File: config.mk
export PLATFORM = sky130hd
export DESIGN_NAME = irb_ident_bank
export DESIGN_NICKNAME = d
export VERILOG_FILES = /design/src/core/irb_pkg.sv /design/src/core/irb_rd_if.sv /design/src/core/irb_ident_store.sv /design/src/core/irb_ident_bank.sv
export SDC_FILE = /design/constraint.sdc
export NUM_CORES = 1
export LEC_CHECK = 0
export BUFFER_PORTS_ARGS = -buffer_cell sky130_fd_sc_hd__buf_4
export CORE_MARGIN = 2
export CORE_UTILIZATION = 43
export DETAILED_ROUTE_END_ITERATION = 8
export PLACE_DENSITY = 0.87
export SLEW_MARGIN = 20
export SYNTH_ARGS = -nofsm -noshare
export SYNTH_HDL_FRONTEND = slang
export SYNTH_SLANG_ARGS = --single-unit
File: constraint.sdc
create_clock -name core_clk -period 3.2 [get_ports core_clk]
set_input_delay 0.32 -clock core_clk [delete_from_list [all_inputs] [get_ports core_clk]]
set_output_delay 0.32 -clock core_clk [all_outputs]
set_load 0.01 [all_outputs]
File: src/core/irb_pkg.sv
// Constants and types shared by the identification register bank
package irb_pkg;

   // Register bus geometry
   localparam int ADDR_W = 12;
   localparam int DATA_W = 32;

   // Word offsets of the identification and control registers
   localparam logic [ADDR_W-1:0] OFF_FWD_CTRL = 12'h000;
   localparam logic [ADDR_W-1:0] OFF_FWD_STATUS = 12'h004;
   localparam logic [ADDR_W-1:0] OFF_IDENT_REVISION_WORD = 12'hFEC;
   localparam logic [ADDR_W-1:0] OFF_COMPONENT_IDENT_BYTE0 = 12'hFF0;
   localparam logic [ADDR_W-1:0] OFF_COMPONENT_IDENT_BYTE1 = 12'hFF4;
   localparam logic [ADDR_W-1:0] OFF_COMPONENT_IDENT_BYTE2 = 12'hFF8;
   localparam logic [ADDR_W-1:0] OFF_COMPONENT_IDENT_BYTE3 = 12'hFFC;

   // Field layout of the revision word
   localparam int FIX_LEVEL_LSB = 4;
   localparam int FIX_LEVEL_W = 4;
   localparam int MOD_FIELD_LSB = 0;
   localparam int MOD_FIELD_W = 4;
   localparam int IDENT_BYTE_W = 8;

   // Modification field value (arbitrary)
   localparam logic [MOD_FIELD_W-1:0] MOD_FIELD_VALUE = 4'h1;
   // Component identity value (arbitrary)
   localparam logic [DATA_W-1:0] COMPONENT_IDENT_VALUE = 32'h5A3C9E71;

   // Filter units and forwarded signal width
   localparam int NUM_FILTER_UNITS = 4;
   localparam int FWD_W = 8;

   // Reset values
   localparam logic [NUM_FILTER_UNITS-1:0] FWD_CTRL_RESET = 4'hF;
   localparam logic [DATA_W-1:0] RDATA_RESET = 32'h00000000;

   // Read source selection
   typedef enum logic [2:0] {
      SEL_NONE,
      SEL_REV,
      SEL_COMPONENT_IDENT_BYTE0,
      SEL_COMPONENT_IDENT_BYTE1,
      SEL_COMPONENT_IDENT_BYTE2,
      SEL_COMPONENT_IDENT_BYTE3,
      SEL_CTRL,
      SEL_STATUS
   } irb_sel_t;

endpackage

File: src/core/irb_rd_if.sv
// Read request and answer between the bank and its identity store
`timescale 1ns/1ps
`default_nettype none

interface irb_rd_if;
   import irb_pkg::*;

   logic rd_en;
   irb_sel_t sel;
   logic [FIX_LEVEL_W-1:0] fix_level;
   logic [NUM_FILTER_UNITS-1:0] fwd_enable;
   logic [DATA_W-1:0] rdata;

   modport bank (output rd_en, output sel, output fix_level, output fwd_enable, input rdata);
   modport store (input rd_en, input sel, input fix_level, input fwd_enable, output rdata);

endinterface

`default_nettype wire

File: src/core/irb_ident_store.sv
// Identity word store with registered read data
`timescale 1ns/1ps
`default_nettype none

module irb_ident_store
   import irb_pkg::*;
(
   input wire logic core_clk,
   input wire logic rst_b,
   irb_rd_if.store rd
);

   // Pick one byte of the component identity, low byte first
   function automatic logic [DATA_W-1:0] ident_byte(input logic [1:0] idx);
      logic [DATA_W-1:0] word;
      word = '0;
      word[IDENT_BYTE_W-1:0] = COMPONENT_IDENT_VALUE[idx*IDENT_BYTE_W +: IDENT_BYTE_W];
      return word;
   endfunction

   logic [DATA_W-1:0] rdata_next;
   logic [DATA_W-1:0] rdata_reg;

   // Read word assembly; upper bits stay zero
   always_comb begin
      rdata_next = '0;
      if (rd.rd_en) begin
         case (rd.sel)
            SEL_REV: begin
               rdata_next[FIX_LEVEL_LSB +: FIX_LEVEL_W] = rd.fix_level;
               rdata_next[MOD_FIELD_LSB +: MOD_FIELD_W] = MOD_FIELD_VALUE;
            end
            SEL_COMPONENT_IDENT_BYTE0: rdata_next = ident_byte(2'h0);
            SEL_COMPONENT_IDENT_BYTE1: rdata_next = ident_byte(2'h1);
            SEL_COMPONENT_IDENT_BYTE2: rdata_next = ident_byte(2'h2);
            SEL_COMPONENT_IDENT_BYTE3: rdata_next = ident_byte(2'h3);
            SEL_CTRL: rdata_next[NUM_FILTER_UNITS-1:0] = rd.fwd_enable;
            SEL_STATUS: rdata_next[FIX_LEVEL_W-1:0] = rd.fix_level;
            default: rdata_next = '0;
         endcase
      end
   end

   // Data stand one cycle for each cycle of the read strobe, zero otherwise
   always_ff @(posedge core_clk or negedge rst_b) begin
      if (!rst_b) begin
         rdata_reg <= RDATA_RESET;
      end else begin
         rdata_reg <= rdata_next;
      end
   end

   assign rd.rdata = rdata_reg;

endmodule

`default_nettype wire

File: src/core/irb_ident_bank.sv
// Identification register bank with per-unit signal forwarding
//
// The register addresses and strobed register access were decided locally.
`timescale 1ns/1ps
`default_nettype none

module irb_ident_bank
   import irb_pkg::*;
(
   input wire logic core_clk,
   input wire logic rst_b,
   input wire logic [ADDR_W-1:0] reg_addr,
   input wire logic [DATA_W-1:0] reg_wdata,
   input wire logic reg_wr,
   input wire logic reg_rd,
   output logic [DATA_W-1:0] reg_rdata,
   input wire logic [FIX_LEVEL_W-1:0] fix_level_tieoff_input,
   input wire logic [NUM_FILTER_UNITS-1:0][FWD_W-1:0] fwd_slave_side,
   output logic [NUM_FILTER_UNITS-1:0][FWD_W-1:0] fwd_master_side
);

   // Map a word address to its read source
   function automatic irb_sel_t addr_decode(input logic [ADDR_W-1:0] addr);
      irb_sel_t sel;
      sel = SEL_NONE;
      if (addr == OFF_IDENT_REVISION_WORD) begin
         sel = SEL_REV;
      end else if (addr == OFF_COMPONENT_IDENT_BYTE0) begin
         sel = SEL_COMPONENT_IDENT_BYTE0;
      end else if (addr == OFF_COMPONENT_IDENT_BYTE1) begin
         sel = SEL_COMPONENT_IDENT_BYTE1;
      end else if (addr == OFF_COMPONENT_IDENT_BYTE2) begin
         sel = SEL_COMPONENT_IDENT_BYTE2;
      end else if (addr == OFF_COMPONENT_IDENT_BYTE3) begin
         sel = SEL_COMPONENT_IDENT_BYTE3;
      end else if (addr == OFF_FWD_CTRL) begin
         sel = SEL_CTRL;
      end else if (addr == OFF_FWD_STATUS) begin
         sel = SEL_STATUS;
      end
      return sel;
   endfunction

   irb_rd_if rd_bus ();

   logic [FIX_LEVEL_W-1:0] fix_meta_reg;
   logic [FIX_LEVEL_W-1:0] fix_sync_reg;
   logic [NUM_FILTER_UNITS-1:0] fwd_enable_reg;
   logic [NUM_FILTER_UNITS-1:0][FWD_W-1:0] fwd_out_reg;
   irb_sel_t wr_sel;

   // Tie-off enters from outside the clock; two stages before use
   always_ff @(posedge core_clk or negedge rst_b) begin
      if (!rst_b) begin
         fix_meta_reg <= '0;
         fix_sync_reg <= '0;
      end else begin
         fix_meta_reg <= fix_level_tieoff_input;
         // Only this stage feeds the read path
         fix_sync_reg <= fix_meta_reg;
      end
   end

   assign wr_sel = addr_decode(reg_addr);

   always_ff @(posedge core_clk or negedge rst_b) begin
      if (!rst_b) begin
         fwd_enable_reg <= FWD_CTRL_RESET;
      end else if (reg_wr && wr_sel == SEL_CTRL) begin
         fwd_enable_reg <= reg_wdata[NUM_FILTER_UNITS-1:0];
      end
   end

   for (genvar u = 0; u < NUM_FILTER_UNITS; u++) begin : g_unit
      // slave side in, master side out
      always_ff @(posedge core_clk or negedge rst_b) begin
         if (!rst_b) begin
            fwd_out_reg[u] <= '0;
         end else if (fwd_enable_reg[u]) begin
            fwd_out_reg[u] <= fwd_slave_side[u];
         end else begin
            fwd_out_reg[u] <= '0;
         end
      end
   end

   // identity bytes served by the store
   assign rd_bus.rd_en = reg_rd;
   assign rd_bus.sel = addr_decode(reg_addr);
   assign rd_bus.fix_level = fix_sync_reg;
   assign rd_bus.fwd_enable = fwd_enable_reg;

   irb_ident_store u_store (
      .core_clk(core_clk),
      .rst_b(rst_b),
      .rd(rd_bus.store)
   );

   // Outputs come straight from registers
   assign reg_rdata = rd_bus.rdata;
   assign fwd_master_side = fwd_out_reg;

endmodule

`default_nettype wire

Yosys cells after proc, flatten, opt, wreduce, memory -nomap -nowiden
Cells that the tools add are included.
W data, S select, Z words.
{"block": "classes", "n_reduce_logical": 3, "muxes": 14, "n_eq_ne": 13}
{"op": "$eq A12 B12 Y1 const B", "n": 5}
{"op": "$mux W8", "n": 5}
{"op": "$pmux W4 S6", "n": 1}
{"op": "$mux W3", "n": 7}
{"op": "$pmux W4 S5", "n": 1}
{"op": "$eq A12 B3 Y1 const B", "n": 1}
{"op": "$eq A3 B3 Y1 const B", "n": 4}
{"op": "$logic_not A12 Y1", "n": 1}
{"op": "$eq A3 B2 Y1 const B", "n": 2}
{"op": "$eq A3 B1 Y1 const B", "n": 1}
{"op": "$reduce_or A2 Y1", "n": 1}
{"op": "$logic_and A1 B1 Y1", "n": 1}
{"block": "totals", "wordCells": 38, "input_bits": 84, "output_inout_bits": 64, "reg_bits": 76}

Logic depth before layout (Yosys ltp)
{"block": "logic_depth", "depth_word": 12, "ltp_mapped": 5, "mapped_depth_nobuf": 4}

By module
A second synthesis with hierarchy kept.
{"block": "hier_totals", "hier_cells": 169, "hier_area_um2": 2134.5}
{"module": "irb_ident_bank", "n_inst": 1, "area_each_um2": 1458.9, "cells_per_inst": 95, "seq_area_each_um2": 1106.1}
{"module": "irb_ident_store", "n_inst": 1, "area_each_um2": 675.6, "cells_per_inst": 74, "seq_area_each_um2": 200.2}

Worst setup path after synthesis
Ideal clock, no wire load.
{"block": "synth_timing", "path_type": "input to register", "start": "in reg_addr[6]", "end": "reg u_store.rdata_reg[3], in the netlist u_store.rd.rdata[3]", "setup_ps": 76, "n_path_buf": 0, "cell_stages": 4, "required_time_ps": 3124, "slack_ps": 1426, "t_arrival_ps": 1698, "cell_sequence": "or4_4 -> or2_1 -> or4_4 -> a21oi_2"}
{"block": "synth_between", "elab_chain_cells": 12, "elab_cells_between_ends": 24, "classes_between": "13 x eq/ne; 9 x mux; 2 x reduce/logical"}
{"element": "from (decl)", "line": "irb_ident_bank.sv:12", "text": "input wire logic [ADDR_W-1:0] reg_addr,"}
{"element": "$eq A12 B3 Y1", "line": "irb_ident_bank.sv:38", "text": "end else if (addr == OFF_FWD_STATUS) begin"}
{"element": "$mux W3", "line": "irb_ident_bank.sv:38"}
{"element": "$mux W3", "line": "irb_ident_bank.sv:36", "text": "end else if (addr == OFF_FWD_CTRL) begin"}
{"element": "$mux W3", "line": "irb_ident_bank.sv:34", "text": "end else if (addr == OFF_COMPONENT_IDENT_BYTE3) begin"}
{"element": "$mux W3", "line": "irb_ident_bank.sv:32", "text": "end else if (addr == OFF_COMPONENT_IDENT_BYTE2) begin"}
{"element": "$mux W3", "line": "irb_ident_bank.sv:30", "text": "end else if (addr == OFF_COMPONENT_IDENT_BYTE1) begin"}
{"element": "$mux W3", "line": "irb_ident_bank.sv:28", "text": "end else if (addr == OFF_COMPONENT_IDENT_BYTE0) begin"}
{"element": "$mux W3 (*)", "line": "irb_ident_bank.sv:26", "text": "if (addr == OFF_IDENT_REVISION_WORD) begin"}
{"element": "$eq A3 B1 Y1 / $eq A3 B2 Y1 (equally long branches)", "line": "irb_ident_store.sv:28", "text": "case (rd.sel)"}
{"element": "$reduce_or A2 Y1 (no source line)"}
{"element": "$pmux W4 S6 (*)", "line": "irb_ident_store.sv:28"}
{"element": "$mux W8 (*)", "line": "irb_ident_store.sv:27", "text": "if (rd.rd_en) begin"}
{"element": "net u_store.rdata_next[3]", "line": "irb_ident_store.sv:21", "text": "logic [DATA_W-1:0] rdata_next;"}
{"element": "to (signal assigned)", "line": "irb_ident_store.sv:49", "text": "rdata_reg <= rdata_next;"}
{"element": "to (decl)", "line": "irb_ident_store.sv:22", "text": "logic [DATA_W-1:0] rdata_reg;"}
The timed path passes the listed nets; every way through them passes the cells marked *.
A chain may end at the register's enable or synchronous reset.

Final worst setup path
Ends and elaborated chain as after synthesis.

==> flow_summary.json <==
{
  "clkLatencyLatePin_ns": 0.30,
  "drive_above_1_share_pct": 43.5,
  "max-cap-violations": 0,
  "antenna_found_initial": 0,
  "grt_pass1_wl_um": 6620,
  "total_power_mw": 1.23,
  "n_antenna_cell": 0,
  "n_fill_cell": 395,
  "routabilityCongestion": 0.837,
  "dr.pass1.iters": 4,
  "drcViolationCount": 0,
  "yosysSeqAreaShare_pct": 62.7,
  "ys_async_sr_fraction_pct": 100,
  "synth_edf_count": 0,
  "ff2ff_setup_slack_ns": 1.90,
  "cts.sinks": 52,
  "grt.busiest_layer": "met2",
  "h-tree-depth": 2,
  "post_cts_buffers": 0,
  "grt_pass1_vias": 1425,
  "start_util_pct": 44.4,
  "holdBufCountCts": 0,
  "grt_use_met2_pct": 26.4,
  "skew_ns": 0.00615,
  "grt_start_max_net_pins": 53,
  "io_pins": 148,
  "p_leak_nw": 1.52,
  "status": "complete, no violations",
  "start_kind": "primary input",
  "syn_inst": 169,
  "r2r_cells": 3,
  "grt-ovfl-total": 0,
  "final_max_slew_viol_count": 0,
  "grt_setup_unrepaired": "false",
  "cts_tree": "built",
  "crit-reg2reg-launch": "fwd_enable_reg[3]",
  "required_ns": 3.43,
  "grt_util_all_layers_pct": 16.3,
  "fin_tns_setup_ns": 0,
  "numCtsBuffers": 5,
  "use_met3_pct": 5.35,
  "synth-main-ff-cell": "dfrtp_1",
  "use_met1_pct": 20.2,
  "die_w_um": 73.6,
  "dp_cells": 315,
  "crit_fanout": 4,
  "cts_resized": 0,
  "critPathKind": "primary input to flop",
  "worstMarginPinSlew_ns": 0.788,
  "ys_seq_elements": 52,
  "r2r_end": "u_store.rd.rdata[3]",
  "hpwl_um": 3260,
  "hold_ws_ns": 0.0330,
  "setup_viol": 0,
  "p_per_area_mw_per_mm2": 427,
  "min_period_over_period_pct": 51.8,
  "die_area_sq_mm": 0.00542,
  "root_buffer": "clkbuf_8",
  "detail-route-antenna-nets": 0,
  "finalWirelength_um": 4210,
  "hp-class": "primary input to async pin",
  "synth_top_area_share_pct": 57.7,
  "post_drt_wl_per_cell_um": 13.0,
  "peakVddDrop_v": 0.000228,
  "drt-initial-drc-count": 113,
  "max_freq_ghz": 0.604,
  "die_y_um": 73.6,
  "vias_per_cell": 4.68,
  "path_clk_slew_ns": 0.09,
  "area_growth_pct": 38.9,
  "vias": 1513,
  "synthTopCellsByCount": "48 x dfrtp_1, 33 x and2_1, 24 x buf_4",
  "syn_avg_cell_area_sq_um": 12.3,
  "cts_max_path_buffers": 2,
  "rows": 25,
  "slew_headroom_pct": 47.0,
  "core_sq_mm": 0.00469,
  "synth_top_area_cell": "dfrtp_1",
  "nets": 352,
  "hold_viol": 0,
  "synth.distinct_cells": 33,
  "syn_area_sq_mm": 0.00208,
  "fin_cells": 323,
  "yosys-top-cells-area": "dfrtp_1 58%, and2_1 9.9%, buf_4 8.6%, dfstp_2 5.0%, mux2_2 2.2%",
  "crit_arrival_ns": 1.89,
  "yosysMostFrequentCell": "dfrtp_1",
  "portBuffers": 95,
  "largest_reg_flops": 32,
  "period_needed_ns": 1.66,
  "crit_path_end_kind": "flop",
  "yosys_warnings": 0
}
[worst max-delay path by stage]
stage / slack [ns] / from / endpoint / cells past startpoint
final: 1.54 / reg_addr[6] / u_store.rd.rdata[3] / 5
after global routing: 1.46 / reg_addr[3] / fwd_enable_reg[2] / 4
after CTS: 1.54 / reg_addr[3] / fwd_enable_reg[2] / 4
after detailed placement: 1.22 / reg_addr[3] / fwd_enable_reg[2] / 4
after global placement: 1.24 / reg_addr[6] / u_store.rd.rdata[3] / 5
after floorplan: 1.43 / reg_addr[6] / u_store.rd.rdata[3] / 4
[area by class of cell]
| class | instances | area (sq um) | share of cell area, % |
|---|---|---|---|
| clock buffer | 7 | 96.3 | 3.33 |
| clock inverter | 1 | 30.0 | 1.04 |
| inverter | 3 | 11.3 | 0.389 |
| multi-input combinational | 110 | 661 | 22.8 |
| sequential | 52 | 1310 | 45.2 |
| tap | 54 | 67.6 | 2.34 |
| timing repair buffer | 96 | 721 | 24.9 |
[metrics by stage]
| step | utilization (%) | worst slack [ns] | cell area (sq um) |
|---|---|---|---|
| CTS | 61.7 | 1.54 | 2890 |
| global route | 61.7 | 1.46 | 2890 |
| detailed placement | 59.0 | 1.22 | 2770 |
| finish | 61.7 | 1.54 | 2890 |
| global placement | 59.0 | 1.24 | 2770 |
| floorplan | - | 1.43 | 2170 |
[placed cells by master (no fill, tap or decap), types with 2 or more instances in the layout]
cell type,synthesis,layout
a21oi_1,3,3
a31oi_1,2,2
a32oi_1,2,2
and2_1,33,33
buf_4,24,96
clkbuf_8,0,7
conb_1,1,24
dfrtp_1,48,48
dfstp_2,4,4
inv_1,3,3
mux2_2,4,4
nand3_1,5,5
nor2_1,8,8
nor3_1,4,4
nor4_1,2,2
o211ai_1,4,4
or4_4,3,3
[report_power, final]
part / internal (mW) / switching [mW]
registers: 0.663 / 0.00277
clock network: 0.276 / 0.196
logic: 0.0495 / 0.0477
total: 0.988 / 0.246
[metal layers]
metal  wire length (um)  up-vias
li1                   -      716
met5                  0        -
met2               2170       87
met4                 59        0
met3                409        6
met1               1570      704
[logic make-up after synthesis]
group                  count (synthesis)  share of synthesized area (%)
flip-flops                            52                           62.7
AND/OR/NAND/NOR                       61                           17.7
XOR/XNOR                               1                          0.420
multiplexers                           5                           2.64
AO/OA/AOI/OAI                         19                           6.61
other                                  1                          0.180
buffers and inverters                 30                           9.73
[worst max-delay path: stages]
cell	delay, ns
buf_4	0.11
or4_4	0.55
or2_1	0.29
or4_4	0.49
a21oi_2	0.12
No activity file was read; power rests on OpenSTA's default activity.
